### config.mk
export PLATFORM = sky130hd
export DESIGN_NAME = scbsa_core
export DESIGN_NICKNAME = d
export VERILOG_FILES = /design/src/common/scbsa_pkg.sv /design/src/core/scbsa_core.sv
export SDC_FILE = /design/constraint.sdc
export NUM_CORES = 1
export LEC_CHECK = 0
export BUFFER_PORTS_ARGS = -buffer_cell sky130_fd_sc_hd__buf_2
export CAP_MARGIN = 30
export CORE_MARGIN = 3
export CORE_UTILIZATION = 47
export DETAILED_ROUTE_END_ITERATION = 12
export PLACE_DENSITY_LB_ADDON = 0.3
export SLEW_MARGIN = 30
export SYNTH_ARGS = -nofsm -noshare
export SYNTH_HDL_FRONTEND = slang
export SYNTH_SLANG_ARGS = --single-unit
export TNS_END_PERCENT = 1
### constraint.sdc
create_clock -name clk_sys -period 2.3 [get_ports clk_sys]
set_clock_uncertainty 0.05 [all_clocks]
set_input_delay 0.23 -clock clk_sys [delete_from_list [all_inputs] [get_ports clk_sys]]
set_output_delay 0.23 -clock clk_sys [all_outputs]
set_load 0.005 [all_outputs]
### src/common/scbsa_pkg.sv
// Constants and types for the serial control bus slave and proxy master
// ======================================================================
// What this block does
// Slave answers one of eight selectable addresses.
// Strap levels 0..7 give addresses 2C,2E,30,32,34,36,38,3C.
// SDA falling while SCL high is start; mid-transaction it is repeated start.
// SDA rising while SCL high is stop and ends the transaction.
// Matching address is acknowledged by pulling SDA low.
// Non-matching address leaves SDA released, giving not-acknowledge.
// Each received write byte is acknowledged by driving SDA low.
// Master acknowledges read bytes, not-acknowledges the last, then stops.
// Transactions open with start or repeated start, close with stop.
// SCL input, SDA two-way; lines only driven low or released.
// Proxy master waits while SCL is held low by a slave.
// Proxy master sending one but seeing zero loses arbitration, releases SDA.
// After lost arbitration, wait for idle bus, restart whole transaction.
// Camera-side master must not reach host-side slaves over the channel.
// Local and remote register accesses are arbitrated without corruption.
// Only one channel direction active; control handed over explicitly.
// Two read/write mailbox registers at offsets 18h and 19h.
// No restart or stop while another master sends a bit.
// Older partners: one controller only, or local access only.
// Same-register simultaneous local and remote accesses still work.
// Offset 0 holds address in bits 7..1; bit 0 selects stored address.
// First byte after start is address plus direction bit, one is read.
package scbsa_pkg;

  // ======================================================================
  // Clock and timing
  localparam int SYS_CLK_MHZ = 100;
  localparam int PM_HALF_NS  = 500;
  localparam int PM_BUF_NS   = 1300;
  localparam int PM_HALF_CYC = (PM_HALF_NS * SYS_CLK_MHZ + 999) / 1000;
  localparam int PM_BUF_CYC  = (PM_BUF_NS * SYS_CLK_MHZ + 999) / 1000;
  localparam logic [7:0] PM_HALF_CNT = PM_HALF_CYC[7:0];
  localparam logic [7:0] PM_BUF_CNT  = PM_BUF_CYC[7:0];

  // ======================================================================
  // Register map
  localparam logic [7:0] REG_ADDR_OFS  = 8'h00;
  localparam logic [7:0] MAILBOX1_OFS  = 8'h18;
  localparam logic [7:0] MAILBOX2_OFS  = 8'h19;
  localparam logic [7:0] MAILBOX_RST   = 8'h00;
  localparam logic [7:0] UNMAPPED_READ = 8'h00;
  localparam int         OVR_SEL_BIT   = 0;

  // ======================================================================
  // Strap decode and settle
  localparam logic [6:0] STRAP_ADDR [8] = '{7'h2C, 7'h2E, 7'h30, 7'h32,
                                            7'h34, 7'h36, 7'h38, 7'h3C};
  localparam logic [1:0] STRAP_SETTLE   = 2'h3;

  // ======================================================================
  // Bit counts
  localparam logic [3:0] BYTE_BITS  = 4'h8;
  localparam logic [4:0] PM_LAST    = 5'h11;
  localparam logic [4:0] PM_ACK1    = 5'h08;
  localparam logic [4:0] PM_ACK2    = 5'h11;

  // ======================================================================
  // State machines
  typedef enum logic [4:0] {
    SL_IDLE  = 5'b00001,
    SL_ADDR  = 5'b00010,
    SL_ACK   = 5'b00100,
    SL_WRITE = 5'b01000,
    SL_READ  = 5'b10000
  } scbsa_sl_t;

  typedef enum logic [6:0] {
    PM_IDLE  = 7'b0000001,
    PM_WAIT  = 7'b0000010,
    PM_START = 7'b0000100,
    PM_LOW   = 7'b0001000,
    PM_HIGH  = 7'b0010000,
    PM_STOPL = 7'b0100000,
    PM_STOPH = 7'b1000000
  } scbsa_pm_t;

endpackage

### src/core/scbsa_core.sv
// Serial control bus slave, register file, arbiter and proxy master
`timescale 1ns/1ns
`default_nettype none
module scbsa_core
  import scbsa_pkg::*;
(
  input  wire logic       clk_sys,
  input  wire logic       resetn,
  input  wire logic [2:0] address_strap_pin,
  input  wire logic       scl_in,
  input  wire logic       sda_in,
  output logic            sda_out,
  output logic            sda_oe,
  input  wire logic       rm_req,
  input  wire logic       rm_we,
  input  wire logic [7:0] rm_addr,
  input  wire logic [7:0] rm_wdata,
  output logic            rm_ack,
  output logic [7:0]      rm_rdata,
  input  wire logic       pm_req,
  input  wire logic [6:0] pm_addr,
  input  wire logic [7:0] pm_data,
  output logic            pm_busy,
  output logic            pm_done,
  output logic            pm_nack,
  output logic            pm_arb_lost,
  input  wire logic       back_channel_link_scl_in,
  output logic            back_channel_link_scl_out,
  output logic            back_channel_link_scl_oe,
  input  wire logic       back_channel_link_sda_in,
  output logic            back_channel_link_sda_out,
  output logic            back_channel_link_sda_oe
);

  // ======================================================================
  // Declarations
  logic [1:0] scl_sync_reg;
  logic [1:0] sda_sync_reg;
  logic       scl_prev_reg;
  logic       sda_prev_reg;
  logic [1:0] bscl_sync_reg;
  logic [1:0] bsda_sync_reg;
  logic [2:0] strap_sync1_reg;
  logic [2:0] strap_sync2_reg;
  logic [1:0] strap_cnt_reg;
  logic [6:0] stored_slave_address_reg;
  logic       address_override_select_reg;
  logic [7:0] mailbox_first_reg;
  logic [7:0] mailbox_second_reg;
  logic [6:0] own_addr;
  logic       scl_s;
  logic       sda_s;
  logic       scl_rise;
  logic       scl_fall;
  logic       start_det;
  logic       stop_det;
  scbsa_sl_t  sl_state_reg;
  logic [3:0] sl_bits_reg;
  logic [7:0] sl_shift_reg;
  logic [7:0] sl_tx_reg;
  logic [7:0] sl_ptr_reg;
  logic       sl_rw_reg;
  logic       sl_first_reg;
  logic       sl_sda_low_reg;
  logic       sl_nack_reg;
  logic       sl_wr_reg;
  logic [7:0] sl_wr_addr_reg;
  logic [7:0] sl_wr_data_reg;
  logic       rm_take;
  logic       rm_ack_reg;
  logic [7:0] rm_rdata_reg;
  scbsa_pm_t  pm_state_reg;
  logic [7:0] pm_cnt_reg;
  logic [4:0] pm_bit_reg;
  logic [17:0] pm_shift_reg;
  logic [17:0] pm_frame_reg;
  logic       pm_scl_oe_reg;
  logic       pm_sda_oe_reg;
  logic       pm_done_reg;
  logic       pm_nack_reg;
  logic       pm_lost_reg;
  logic       pm_ack_slot;
  logic [7:0] sl_rd_byte;
  logic       wr_en;
  logic [7:0] wr_addr;
  logic [7:0] wr_data;

  // ======================================================================
  // Register read decode
  function automatic logic [7:0] reg_read(input logic [7:0] ofs,
                                          input logic [6:0] addr,
                                          input logic       ovr,
                                          input logic [7:0] mb1,
                                          input logic [7:0] mb2);
    logic [7:0] val;
    val = UNMAPPED_READ;
    case (ofs)
      // address and select
      REG_ADDR_OFS: val = {addr, ovr};
      // mailbox readback
      MAILBOX1_OFS: val = mb1;
      MAILBOX2_OFS: val = mb2;
      default:      val = UNMAPPED_READ;
    endcase
    return val;
  endfunction

  // ======================================================================
  // Input synchronisers
  always_ff @(posedge clk_sys) begin
    if (!resetn) begin
      scl_sync_reg    <= 2'h3;
      sda_sync_reg    <= 2'h3;
      scl_prev_reg    <= 1'b1;
      sda_prev_reg    <= 1'b1;
      bscl_sync_reg   <= 2'h3;
      bsda_sync_reg   <= 2'h3;
      strap_sync1_reg <= 3'h0;
      strap_sync2_reg <= 3'h0;
    end else begin
      scl_sync_reg    <= {scl_sync_reg[0], scl_in};
      sda_sync_reg    <= {sda_sync_reg[0], sda_in};
      scl_prev_reg    <= scl_sync_reg[1];
      sda_prev_reg    <= sda_sync_reg[1];
      bscl_sync_reg   <= {bscl_sync_reg[0], back_channel_link_scl_in};
      bsda_sync_reg   <= {bsda_sync_reg[0], back_channel_link_sda_in};
      strap_sync1_reg <= address_strap_pin;
      strap_sync2_reg <= strap_sync1_reg;
    end
  end

  assign scl_s    = scl_sync_reg[1];
  assign sda_s    = sda_sync_reg[1];
  assign scl_rise = scl_s & ~scl_prev_reg;
  assign scl_fall = ~scl_s & scl_prev_reg;
  // start detect
  assign start_det = scl_s & scl_prev_reg & sda_prev_reg & ~sda_s;
  // stop detect
  assign stop_det  = scl_s & scl_prev_reg & ~sda_prev_reg & sda_s;

  // selected own address
  assign own_addr = address_override_select_reg ? stored_slave_address_reg
                                                : STRAP_ADDR[strap_sync2_reg];
  assign sl_rd_byte = reg_read(sl_ptr_reg, stored_slave_address_reg,
                               address_override_select_reg,
                               mailbox_first_reg, mailbox_second_reg);

  // ======================================================================
  // Register file with local/remote arbitration
  assign rm_take = rm_req & ~sl_wr_reg & ~rm_ack_reg;
  // local write wins cycle
  assign wr_en   = sl_wr_reg | (rm_take & rm_we);
  // remote write serialised after local
  assign wr_addr = sl_wr_reg ? sl_wr_addr_reg : rm_addr;
  assign wr_data = sl_wr_reg ? sl_wr_data_reg : rm_wdata;

  always_ff @(posedge clk_sys) begin
    if (!resetn) begin
      strap_cnt_reg               <= 2'h0;
      stored_slave_address_reg    <= STRAP_ADDR[0];
      address_override_select_reg <= 1'b0;
      mailbox_first_reg           <= MAILBOX_RST;
      mailbox_second_reg          <= MAILBOX_RST;
    end else if (strap_cnt_reg != STRAP_SETTLE) begin
      // strap decode to address
      strap_cnt_reg               <= strap_cnt_reg + 2'h1;
      stored_slave_address_reg    <= STRAP_ADDR[strap_sync2_reg];
      address_override_select_reg <= 1'b0;
    end else if (wr_en) begin
      case (wr_addr)
        REG_ADDR_OFS: begin
          stored_slave_address_reg    <= wr_data[7:1];
          address_override_select_reg <= wr_data[OVR_SEL_BIT];
        end
        MAILBOX1_OFS: mailbox_first_reg  <= wr_data;
        MAILBOX2_OFS: mailbox_second_reg <= wr_data;
        default: ;
      endcase
    end
  end

  always_ff @(posedge clk_sys) begin
    if (!resetn) begin
      rm_ack_reg   <= 1'b0;
      rm_rdata_reg <= 8'h00;
    end else begin
      rm_ack_reg <= rm_take;
      if (rm_take) begin
        rm_rdata_reg <= reg_read(rm_addr, stored_slave_address_reg,
                                 address_override_select_reg,
                                 mailbox_first_reg, mailbox_second_reg);
      end
    end
  end

  assign rm_ack   = rm_ack_reg;
  assign rm_rdata = rm_rdata_reg;

  // ======================================================================
  // Slave protocol engine
  always_ff @(posedge clk_sys) begin
    if (!resetn) begin
      sl_state_reg   <= SL_IDLE;
      sl_bits_reg    <= 4'h0;
      sl_shift_reg   <= 8'h00;
      sl_tx_reg      <= 8'h00;
      sl_ptr_reg     <= 8'h00;
      sl_rw_reg      <= 1'b0;
      sl_first_reg   <= 1'b0;
      sl_sda_low_reg <= 1'b0;
      sl_nack_reg    <= 1'b0;
      sl_wr_reg      <= 1'b0;
      sl_wr_addr_reg <= 8'h00;
      sl_wr_data_reg <= 8'h00;
    end else begin
      sl_wr_reg <= 1'b0;
      if (start_det) begin
        // every transfer opens here
        sl_state_reg   <= SL_ADDR;
        sl_bits_reg    <= 4'h0;
        sl_sda_low_reg <= 1'b0;
      end else if (stop_det) begin
        sl_state_reg   <= SL_IDLE;
        sl_sda_low_reg <= 1'b0;
      end else begin
        case (sl_state_reg)
          SL_ADDR, SL_WRITE: begin
            if (scl_rise && sl_bits_reg != BYTE_BITS) begin
              sl_shift_reg <= {sl_shift_reg[6:0], sda_s};
              sl_bits_reg  <= sl_bits_reg + 4'h1;
            end else if (scl_fall && sl_bits_reg == BYTE_BITS) begin
              sl_bits_reg <= 4'h0;
              if (sl_state_reg == SL_ADDR) begin
                // address and direction bit
                if (sl_shift_reg[7:1] == own_addr) begin
                  // acknowledge own address
                  sl_sda_low_reg <= 1'b1;
                  sl_rw_reg      <= sl_shift_reg[0];
                  sl_first_reg   <= ~sl_shift_reg[0];
                  sl_state_reg   <= SL_ACK;
                end else begin
                  // stay released
                  sl_state_reg <= SL_IDLE;
                end
              end else begin
                // acknowledge write byte
                sl_sda_low_reg <= 1'b1;
                sl_state_reg   <= SL_ACK;
                sl_first_reg   <= 1'b0;
                if (sl_first_reg) begin
                  sl_ptr_reg <= sl_shift_reg;
                end else begin
                  sl_wr_reg      <= 1'b1;
                  sl_wr_addr_reg <= sl_ptr_reg;
                  sl_wr_data_reg <= sl_shift_reg;
                  sl_ptr_reg     <= sl_ptr_reg + 8'h01;
                end
              end
            end
          end
          SL_ACK: begin
            if (scl_rise) begin
              sl_nack_reg <= sda_s;
            end else if (scl_fall) begin
              // master nack ends the read
              if (sl_rw_reg && !(sl_bits_reg == BYTE_BITS && sl_nack_reg)) begin
                sl_tx_reg      <= sl_rd_byte;
                sl_sda_low_reg <= ~sl_rd_byte[7];
                sl_ptr_reg     <= sl_ptr_reg + 8'h01;
                sl_bits_reg    <= 4'h1;
                sl_state_reg   <= SL_READ;
              end else if (sl_rw_reg) begin
                sl_sda_low_reg <= 1'b0;
                sl_state_reg   <= SL_IDLE;
              end else begin
                sl_sda_low_reg <= 1'b0;
                sl_state_reg   <= SL_WRITE;
              end
            end
          end
          SL_READ: begin
            if (scl_fall) begin
              if (sl_bits_reg == BYTE_BITS) begin
                sl_sda_low_reg <= 1'b0;
                sl_state_reg   <= SL_ACK;
              end else begin
                sl_tx_reg      <= {sl_tx_reg[6:0], 1'b0};
                sl_sda_low_reg <= ~sl_tx_reg[6];
                sl_bits_reg    <= sl_bits_reg + 4'h1;
              end
            end
          end
          default: sl_state_reg <= SL_IDLE;
        endcase
      end
    end
  end

  // low or released only
  assign sda_out = 1'b0;
  assign sda_oe  = sl_sda_low_reg;

  // ======================================================================
  // Proxy master on the back channel
  assign pm_ack_slot = (pm_bit_reg == PM_ACK1) || (pm_bit_reg == PM_ACK2);

  always_ff @(posedge clk_sys) begin
    if (!resetn) begin
      pm_state_reg  <= PM_IDLE;
      pm_cnt_reg    <= 8'h00;
      pm_bit_reg    <= 5'h00;
      pm_shift_reg  <= 18'h3FFFF;
      pm_frame_reg  <= 18'h3FFFF;
      pm_scl_oe_reg <= 1'b0;
      pm_sda_oe_reg <= 1'b0;
      pm_done_reg   <= 1'b0;
      pm_nack_reg   <= 1'b0;
      pm_lost_reg   <= 1'b0;
    end else begin
      pm_done_reg <= 1'b0;
      pm_lost_reg <= 1'b0;
      case (pm_state_reg)
        PM_IDLE: begin
          pm_scl_oe_reg <= 1'b0;
          pm_sda_oe_reg <= 1'b0;
          pm_cnt_reg    <= 8'h00;
          if (pm_req) begin
            pm_frame_reg <= {pm_addr, 1'b0, 1'b1, pm_data, 1'b1};
            pm_nack_reg  <= 1'b0;
            pm_state_reg <= PM_WAIT;
          end
        end
        PM_WAIT: begin
          // wait for idle bus, then restart
          if (!(bscl_sync_reg[1] && bsda_sync_reg[1])) begin
            pm_cnt_reg <= 8'h00;
          end else if (pm_cnt_reg == PM_BUF_CNT) begin
            pm_cnt_reg    <= 8'h00;
            pm_shift_reg  <= pm_frame_reg;
            pm_bit_reg    <= 5'h00;
            pm_sda_oe_reg <= 1'b1;
            pm_state_reg  <= PM_START;
          end else begin
            pm_cnt_reg <= pm_cnt_reg + 8'h01;
          end
        end
        PM_START: begin
          if (pm_cnt_reg == PM_HALF_CNT) begin
            pm_cnt_reg    <= 8'h00;
            pm_scl_oe_reg <= 1'b1;
            pm_state_reg  <= PM_LOW;
          end else begin
            pm_cnt_reg <= pm_cnt_reg + 8'h01;
          end
        end
        PM_LOW: begin
          pm_sda_oe_reg <= ~pm_shift_reg[17];
          if (pm_cnt_reg == PM_HALF_CNT) begin
            pm_cnt_reg    <= 8'h00;
            pm_scl_oe_reg <= 1'b0;
            pm_state_reg  <= PM_HIGH;
          end else begin
            pm_cnt_reg <= pm_cnt_reg + 8'h01;
          end
        end
        PM_HIGH: begin
          if (!bscl_sync_reg[1]) begin
            // stretched clock clears count
            pm_cnt_reg <= 8'h00;
          end else if (pm_shift_reg[17] && !bsda_sync_reg[1] && !pm_ack_slot) begin
            // lost, release at once
            pm_sda_oe_reg <= 1'b0;
            pm_lost_reg   <= 1'b1;
            pm_cnt_reg    <= 8'h00;
            pm_state_reg  <= PM_WAIT;
          end else if (pm_cnt_reg == PM_HALF_CNT) begin
            pm_cnt_reg    <= 8'h00;
            pm_scl_oe_reg <= 1'b1;
            if (pm_ack_slot && bsda_sync_reg[1]) begin
              pm_nack_reg  <= 1'b1;
              pm_state_reg <= PM_STOPL;
            end else if (pm_bit_reg == PM_LAST) begin
              pm_state_reg <= PM_STOPL;
            end else begin
              pm_bit_reg   <= pm_bit_reg + 5'h01;
              pm_shift_reg <= {pm_shift_reg[16:0], 1'b1};
              pm_state_reg <= PM_LOW;
            end
          end else begin
            pm_cnt_reg <= pm_cnt_reg + 8'h01;
          end
        end
        PM_STOPL: begin
          pm_sda_oe_reg <= 1'b1;
          if (pm_cnt_reg == PM_HALF_CNT) begin
            pm_cnt_reg    <= 8'h00;
            pm_scl_oe_reg <= 1'b0;
            pm_state_reg  <= PM_STOPH;
          end else begin
            pm_cnt_reg <= pm_cnt_reg + 8'h01;
          end
        end
        PM_STOPH: begin
          if (!bscl_sync_reg[1]) begin
            pm_cnt_reg <= 8'h00;
          end else if (pm_cnt_reg == PM_HALF_CNT) begin
            // close with stop
            pm_sda_oe_reg <= 1'b0;
            pm_done_reg   <= 1'b1;
            pm_state_reg  <= PM_IDLE;
          end else begin
            pm_cnt_reg <= pm_cnt_reg + 8'h01;
          end
        end
        default: pm_state_reg <= PM_IDLE;
      endcase
    end
  end

  assign back_channel_link_scl_out = 1'b0;
  assign back_channel_link_sda_out = 1'b0;
  assign back_channel_link_scl_oe  = pm_scl_oe_reg;
  assign back_channel_link_sda_oe  = pm_sda_oe_reg;
  assign pm_busy     = (pm_state_reg != PM_IDLE);
  assign pm_done     = pm_done_reg;
  assign pm_nack     = pm_nack_reg;
  assign pm_arb_lost = pm_lost_reg;

endmodule
`default_nettype wire

# Word-level counts from Yosys, hierarchy flattened
# Memory sizes are Yosys's and may differ from the RTL's.
# Index checks and enable logic that the tools add are counted.
# totals
regBits	163
romBits	56
inputBits	43
output_inout_bits	19
elab_cells	309
n_memories	1
# mem_list
name	depth	word_bits	read_ports	rd_ports_with_merged_regs	write_ports	line	source
(name not given)	8	7	1	0	0	scbsa_core.sv:167	stored_slave_address_reg <= STRAP_ADDR[strap_sync2_reg];
# op_classes
addsub	5
magnitude_cmp	1
n_eq_ne	62
muxes	115
bitwise	31
reduce_logical	56
# ops
op	n
2-to-1 mux 7 bit	22
2-to-1 mux 8 bit	16
2-to-1 mux 18 bit	7
2-to-1 mux 5 bit	15
!= test 2 bit, second input constant	25
one-hot mux 7 bit (7 select lines)	1
equality test 8 x 5 -> 1 bit, second input constant	6
one-hot mux 8 bit (3 select lines)	2
one-hot mux 8 bit (5 select lines)	1
one-hot mux 18 bit (2 select lines)	1
2-to-1 mux 4 bit	8
2-to-1 mux 1 bit	28
!= test 4 bit, second input constant	7
AND reduction 7 bit	4
zero test 8 bit	3
AND reduction 6 bit	4
AND reduction 8 bit	3
NOT 1 bit	19
adder 8 x 1 -> 8 bit, second input constant	2
one-hot mux 8 bit (2 select lines)	1
one-hot mux 5 bit (3 select lines)	1
one-hot mux 7 bit (2 select lines)	1
2-to-1 mux 6 bit	2
!= test 3 bit, second input constant	4
other kinds (48)	87

# Logic depth before layout (Yosys ltp)
# depth
word_depth	13
mapped_depth	10
mapped_depth_nobuf	8

# Least setup slack after synthesis
# OpenSTA, ideal clock, no wires.
# synth_timing
kind	reg-to-reg
startpoint	register pm_bit_reg[0]
endpoint	register pm_cnt_reg[1]
setup_time_ps	122
t_arrival_ps	2379
t_required_ps	2128
path_slack_ps	-251
path_stages_with_launch	9
n_path_buf	0
synth_period_minus_slack_ps	2551
path_cell_list	dfxtp_1 > inv_1 > ha_1 > nor4bb_1 > o311ai_1 > a31oi_1 > nor4_4 > nand3b_1 > o2bb2ai_1
# synth_between
elab_chain_cells	7
word_cells_on_any_way	8
cone_classes	eq/ne: 2; mux: 3; reduce/logical: 3
# synth_lines
element	line	source
start: declaration	scbsa_core.sv:74	logic [4:0] pm_bit_reg;
start signal: assignment	scbsa_core.sv:385	pm_bit_reg <= pm_bit_reg + 5'h01;
equality test 5 x 4 -> 1 bit or equality test 5 bit (tied branches)	scbsa_core.sv:305	assign pm_ack_slot = (pm_bit_reg == PM_ACK1) || (pm_bit_reg == PM_ACK2);
logical OR 1 bit (*)	scbsa_core.sv:305	
zero test 1 bit (*)	scbsa_core.sv:370	end else if (pm_shift_reg[17] && !bsda_sync_reg[1] && !pm_ack_slot) begin
logical AND 1 bit (*)	scbsa_core.sv:370	
2-to-1 mux 8 bit (*)	scbsa_core.sv:370	
2-to-1 mux 8 bit (*)	scbsa_core.sv:367	if (!bscl_sync_reg[1]) begin
one-hot mux 8 bit (5 select lines) (*)	scbsa_core.sv:322	case (pm_state_reg)
end signal: assignment	scbsa_core.sv:344	pm_cnt_reg <= pm_cnt_reg + 8'h01;
end signal: assignment	scbsa_core.sv:363	pm_cnt_reg <= pm_cnt_reg + 8'h01;
end signal: assignment	scbsa_core.sv:390	pm_cnt_reg <= pm_cnt_reg + 8'h01;
end: declaration	scbsa_core.sv:73	logic [7:0] pm_cnt_reg;
# Every way passes the cells marked *; elsewhere a longest branch is shown, timed or not.
# A chain may end at the register's enable or synchronous reset.

# Final worst setup path
# layout_timing
startpoint	register pm_cnt_reg[0]
endpoint	register pm_bit_reg[1]
# layout_between
elab_chain_cells	3
word_cells_on_any_way	5
cone_classes	eq/ne: 4; reduce/logical: 1
# layout_lines
element	line	source
start signal: assignment	scbsa_core.sv:344	
start signal: assignment	scbsa_core.sv:353	pm_cnt_reg <= pm_cnt_reg + 8'h01;
start signal: assignment	scbsa_core.sv:363	
equality test 8 x 6 -> 1 bit or equality test 8 bit (tied branches)	scbsa_core.sv:376, scbsa_core.sv:337	
!= test 2 bit (no source line)	n/a	
AND reduction 8 bit (no source line) (*)	n/a	
# Marked as above.

==> results.toml <==
[outcome]
status = "finished, violations left"
violations = "setup timing"

[layout]
fin_nets = 1121
antenna_cells = 0
area_growth_pct = 24.6
largest_reg_flops = 17
drive_above_1_share = 0.196
seqCellArea_um2 = 3250
fillers = 1438
stdcell_count = 1295
design_area_um2 = 9810
multi_input_area_um2 = 4440

[floorplan]
fp.dieH_um = 135
fp.dieW_um = 135
rows = 46
start_util = 0.489
coreArea_um2 = 16100
ios = 62
die-area_um2 = 18300

[detailed_routing]
drc = 0
drtPass1Iterations = 7
viasPerCell = 5.63
dr_total_vias = 7291
wl_mm = 19.8
initialDrtViolationCount = 543
ant_nets = 0
wl_per_cell_um = 15.3

[global_routing]
grt_pass1_wl_mm = 33.1
antenna_found_initial = 0
grt_max_degree = 68
groute.usage.overall = 0.219
grt_pass1_vias = 6870
overflow = 0

[setup_path]
r2r-start = "pm_cnt_reg[0]"
crit_slowest_cell = "or4b_4"
crit_end = "pm_bit_reg[1]"
crit_cells = 8
end_kind = "register"
cp_top_family = "simple AND/OR/NAND/NOR gates"
cp_max_fo = 5
critPathLaunchType = "register"
rr_worst_depth = 8
worst_path_largest_cell_delay_ps = 490
cp.required_ps = 2610
path_cells = "inv_1, ha_1, or4b_4, or3_4, o31a_1, nand2b_4, or3_1, a21oi_2"
path_buf_inv = 1
reg2reg_to = "pm_bit_reg[1]"
critPathLaunch = "pm_cnt_reg[0]"
crit_type = "register to register"
timing.reg2reg.setup_slack_ps = -100
cp.arrival_ps = 2710

[yosys]
ys.flop_type = "dfxtp_1"
syn-cell-area_um2 = 7870
avgSynthCellArea_um2 = 8.35
yosys.area.top_type = "dfxtp_1"
synth_edf_count = 0
synth_top_area_share = 0.412
ys_seq_area_frac = 0.412
synth.distinct_cells = 74
ys_ff_latch = 162
netlist_instances = 943
async_flop_share = 0
yosysWarnings = 0
yosys-top-cells-area = "dfxtp_1, mux2i_1, nand2_1"

[sta]
rsz0062_at_grt = "true"
worstMarginPinSlew_ps = 620
setup_viol = 26
hold_viol = 0
max_freq_ghz = 0.418
worst_slack_ps = -95.2
fin_crit_sh = 1.04
final.min_clock_period_ps = 2400
maxSlewHeadroom = 0.583
slew_violations = 0

[clocking]
cts.reportedPaths.clkPinSlew_ps = 60
cts_sinks = 162
tritoncts = "yes"
cts_buffer_depth = 2
htree_num_levels = 4
clk-insertion-delay-late_ps = 430
root_buffer = "clkbuf_16"
postCtsSetupBuffers = 0
cts_made_buffers = 17

[flow_run]
cap_violations = 0

[place]
port_buffers = 58
dp_hpwl_mm = 13.5
placedCellCount = 1240
placed_area_um2 = 8860
routabilityCongestion = 0.909

[pwr]
p_leak_nw = 4.01
p_per_area_nw_per_um2 = 728
peakVddDrop_v = 0.000756

[worst_hold_path]
min-delay-start = "resetn"
min_path_type = "input port to register"
[how the worst min path moves through the flow]
| stage | endpoint | slack [ps] | cells after the start |
|---|---|---|---|
| 6_report | scl_sync_reg[1] | 40 | 2 |
| 5_1_grt | scl_sync_reg[1] | 30 | 2 |
| 4_1_cts | scl_sync_reg[1] | 20 | 2 |
| 3_5_place_dp | scl_sync_reg[1] | 340 | 1 |
| 3_3_place_gp | sda_sync_reg[1] | 340 | 1 |
| 2_1_floorplan | bscl_sync_reg[0] | 280 | 1 |
[worst reg2reg max path, stage by stage (launching register included)]
cell,delay [ps]
dfxtp_2,320
inv_1,50
ha_1,150
or4b_4,490
or3_4,350
o31a_1,280
nand2b_4,180
or3_1,340
a21oi_2,120
[final cells by class]
class	instances	area share
clock buffer	21	0.0449
tap	216	0.0276
timing repair buffer	160	0.119
inverter	25	0.00957
clock inverter	11	0.0158
multi-input combinational	700	0.453
sequential	162	0.331
[Yosys cell counts, types with 8 or more instances]
| cell | n |
|---|---|
| dfxtp_1 | 162 |
| nand2_1 | 139 |
| nor2_1 | 85 |
| mux2i_1 | 60 |
| a21oi_1 | 55 |
| clkbuf_1 | 48 |
| nand3_1 | 45 |
| o21ai_0 | 42 |
| inv_1 | 25 |
| nand2b_1 | 20 |
| o211ai_1 | 18 |
| nor3_1 | 15 |
| and2_1 | 12 |
| ha_1 | 12 |
| nor2b_1 | 11 |
| or3_1 | 11 |
| a22oi_1 | 10 |
| a31oi_1 | 9 |
| mux2_2 | 9 |
| nor4_1 | 9 |
| a222oi_1 | 8 |
| xnor2_1 | 8 |
[routing by layer]
layer	track usage	wire length, um
met1	0.299	9060
met5	0	0
met2	0.353	9390
met4	0.0661	270
met3	0.0449	1080
[report_power, final]
part	switching [mW]	internal [mW]	total [mW]
clock network	1.17	1.72	2.89
registers	0.116	2.95	3.06
logic	0.624	0.570	1.19
[logic make-up (layout without fill, tap and decap cells)]
logic type | Yosys count | count (layout) | synth area share
xor+xnor | 15 | 15 | 0.0167
other cells | 1 | 3 | 0.000476
mux | 69 | 69 | 0.0891
simple gates | 392 | 393 | 0.245
buf+inv | 84 | 217 | 0.0429
flops | 162 | 162 | 0.412
fa+ha+maj | 12 | 12 | 0.0191
compound gates | 208 | 208 | 0.174
[repair_timing]
action / CTS / global route
setup endpoints to repair: 25 / 51
hold endpoints to repair: 22 / 0
hold buffers: 22 / 0
pin swaps: 1 / 8
cloned: 1 / 0
resized for setup: 4 / 20
[cell usage in the layout (no fill, tap or decap), drive strengths merged, types with 10 or more instances in the layout]
master         n
nand2b        22
clkbuf        21
a22oi         10
nor4          10
ha            12
a21oi         56
nand3         45
nor3          16
mux2i         60
or3           12
and2          12
nor2          85
nor2b         11
buf          138
o21ai         44
o211ai        18
dlygate4sd3   22
dfxtp        162
inv           27
nand2        139
[through the flow]
stage          hold slack (ps)  TNS (ps)  worst slack [ps]  utilization  power, mW
2_1_floorplan              281     -1330             -74.6            -       3.80
3_3_place_gp               341      -547             -46.7        0.550       4.21
3_5_place_dp               342     -1270             -92.9        0.550       4.22
4_1_cts                   23.0      -879             -86.9        0.602       7.14
5_1_grt                   34.4     -4620              -202        0.609       7.44
6_report                  42.0      -932             -95.2        0.609       7.14
Note: power is estimated with default switching activity, not from simulation.
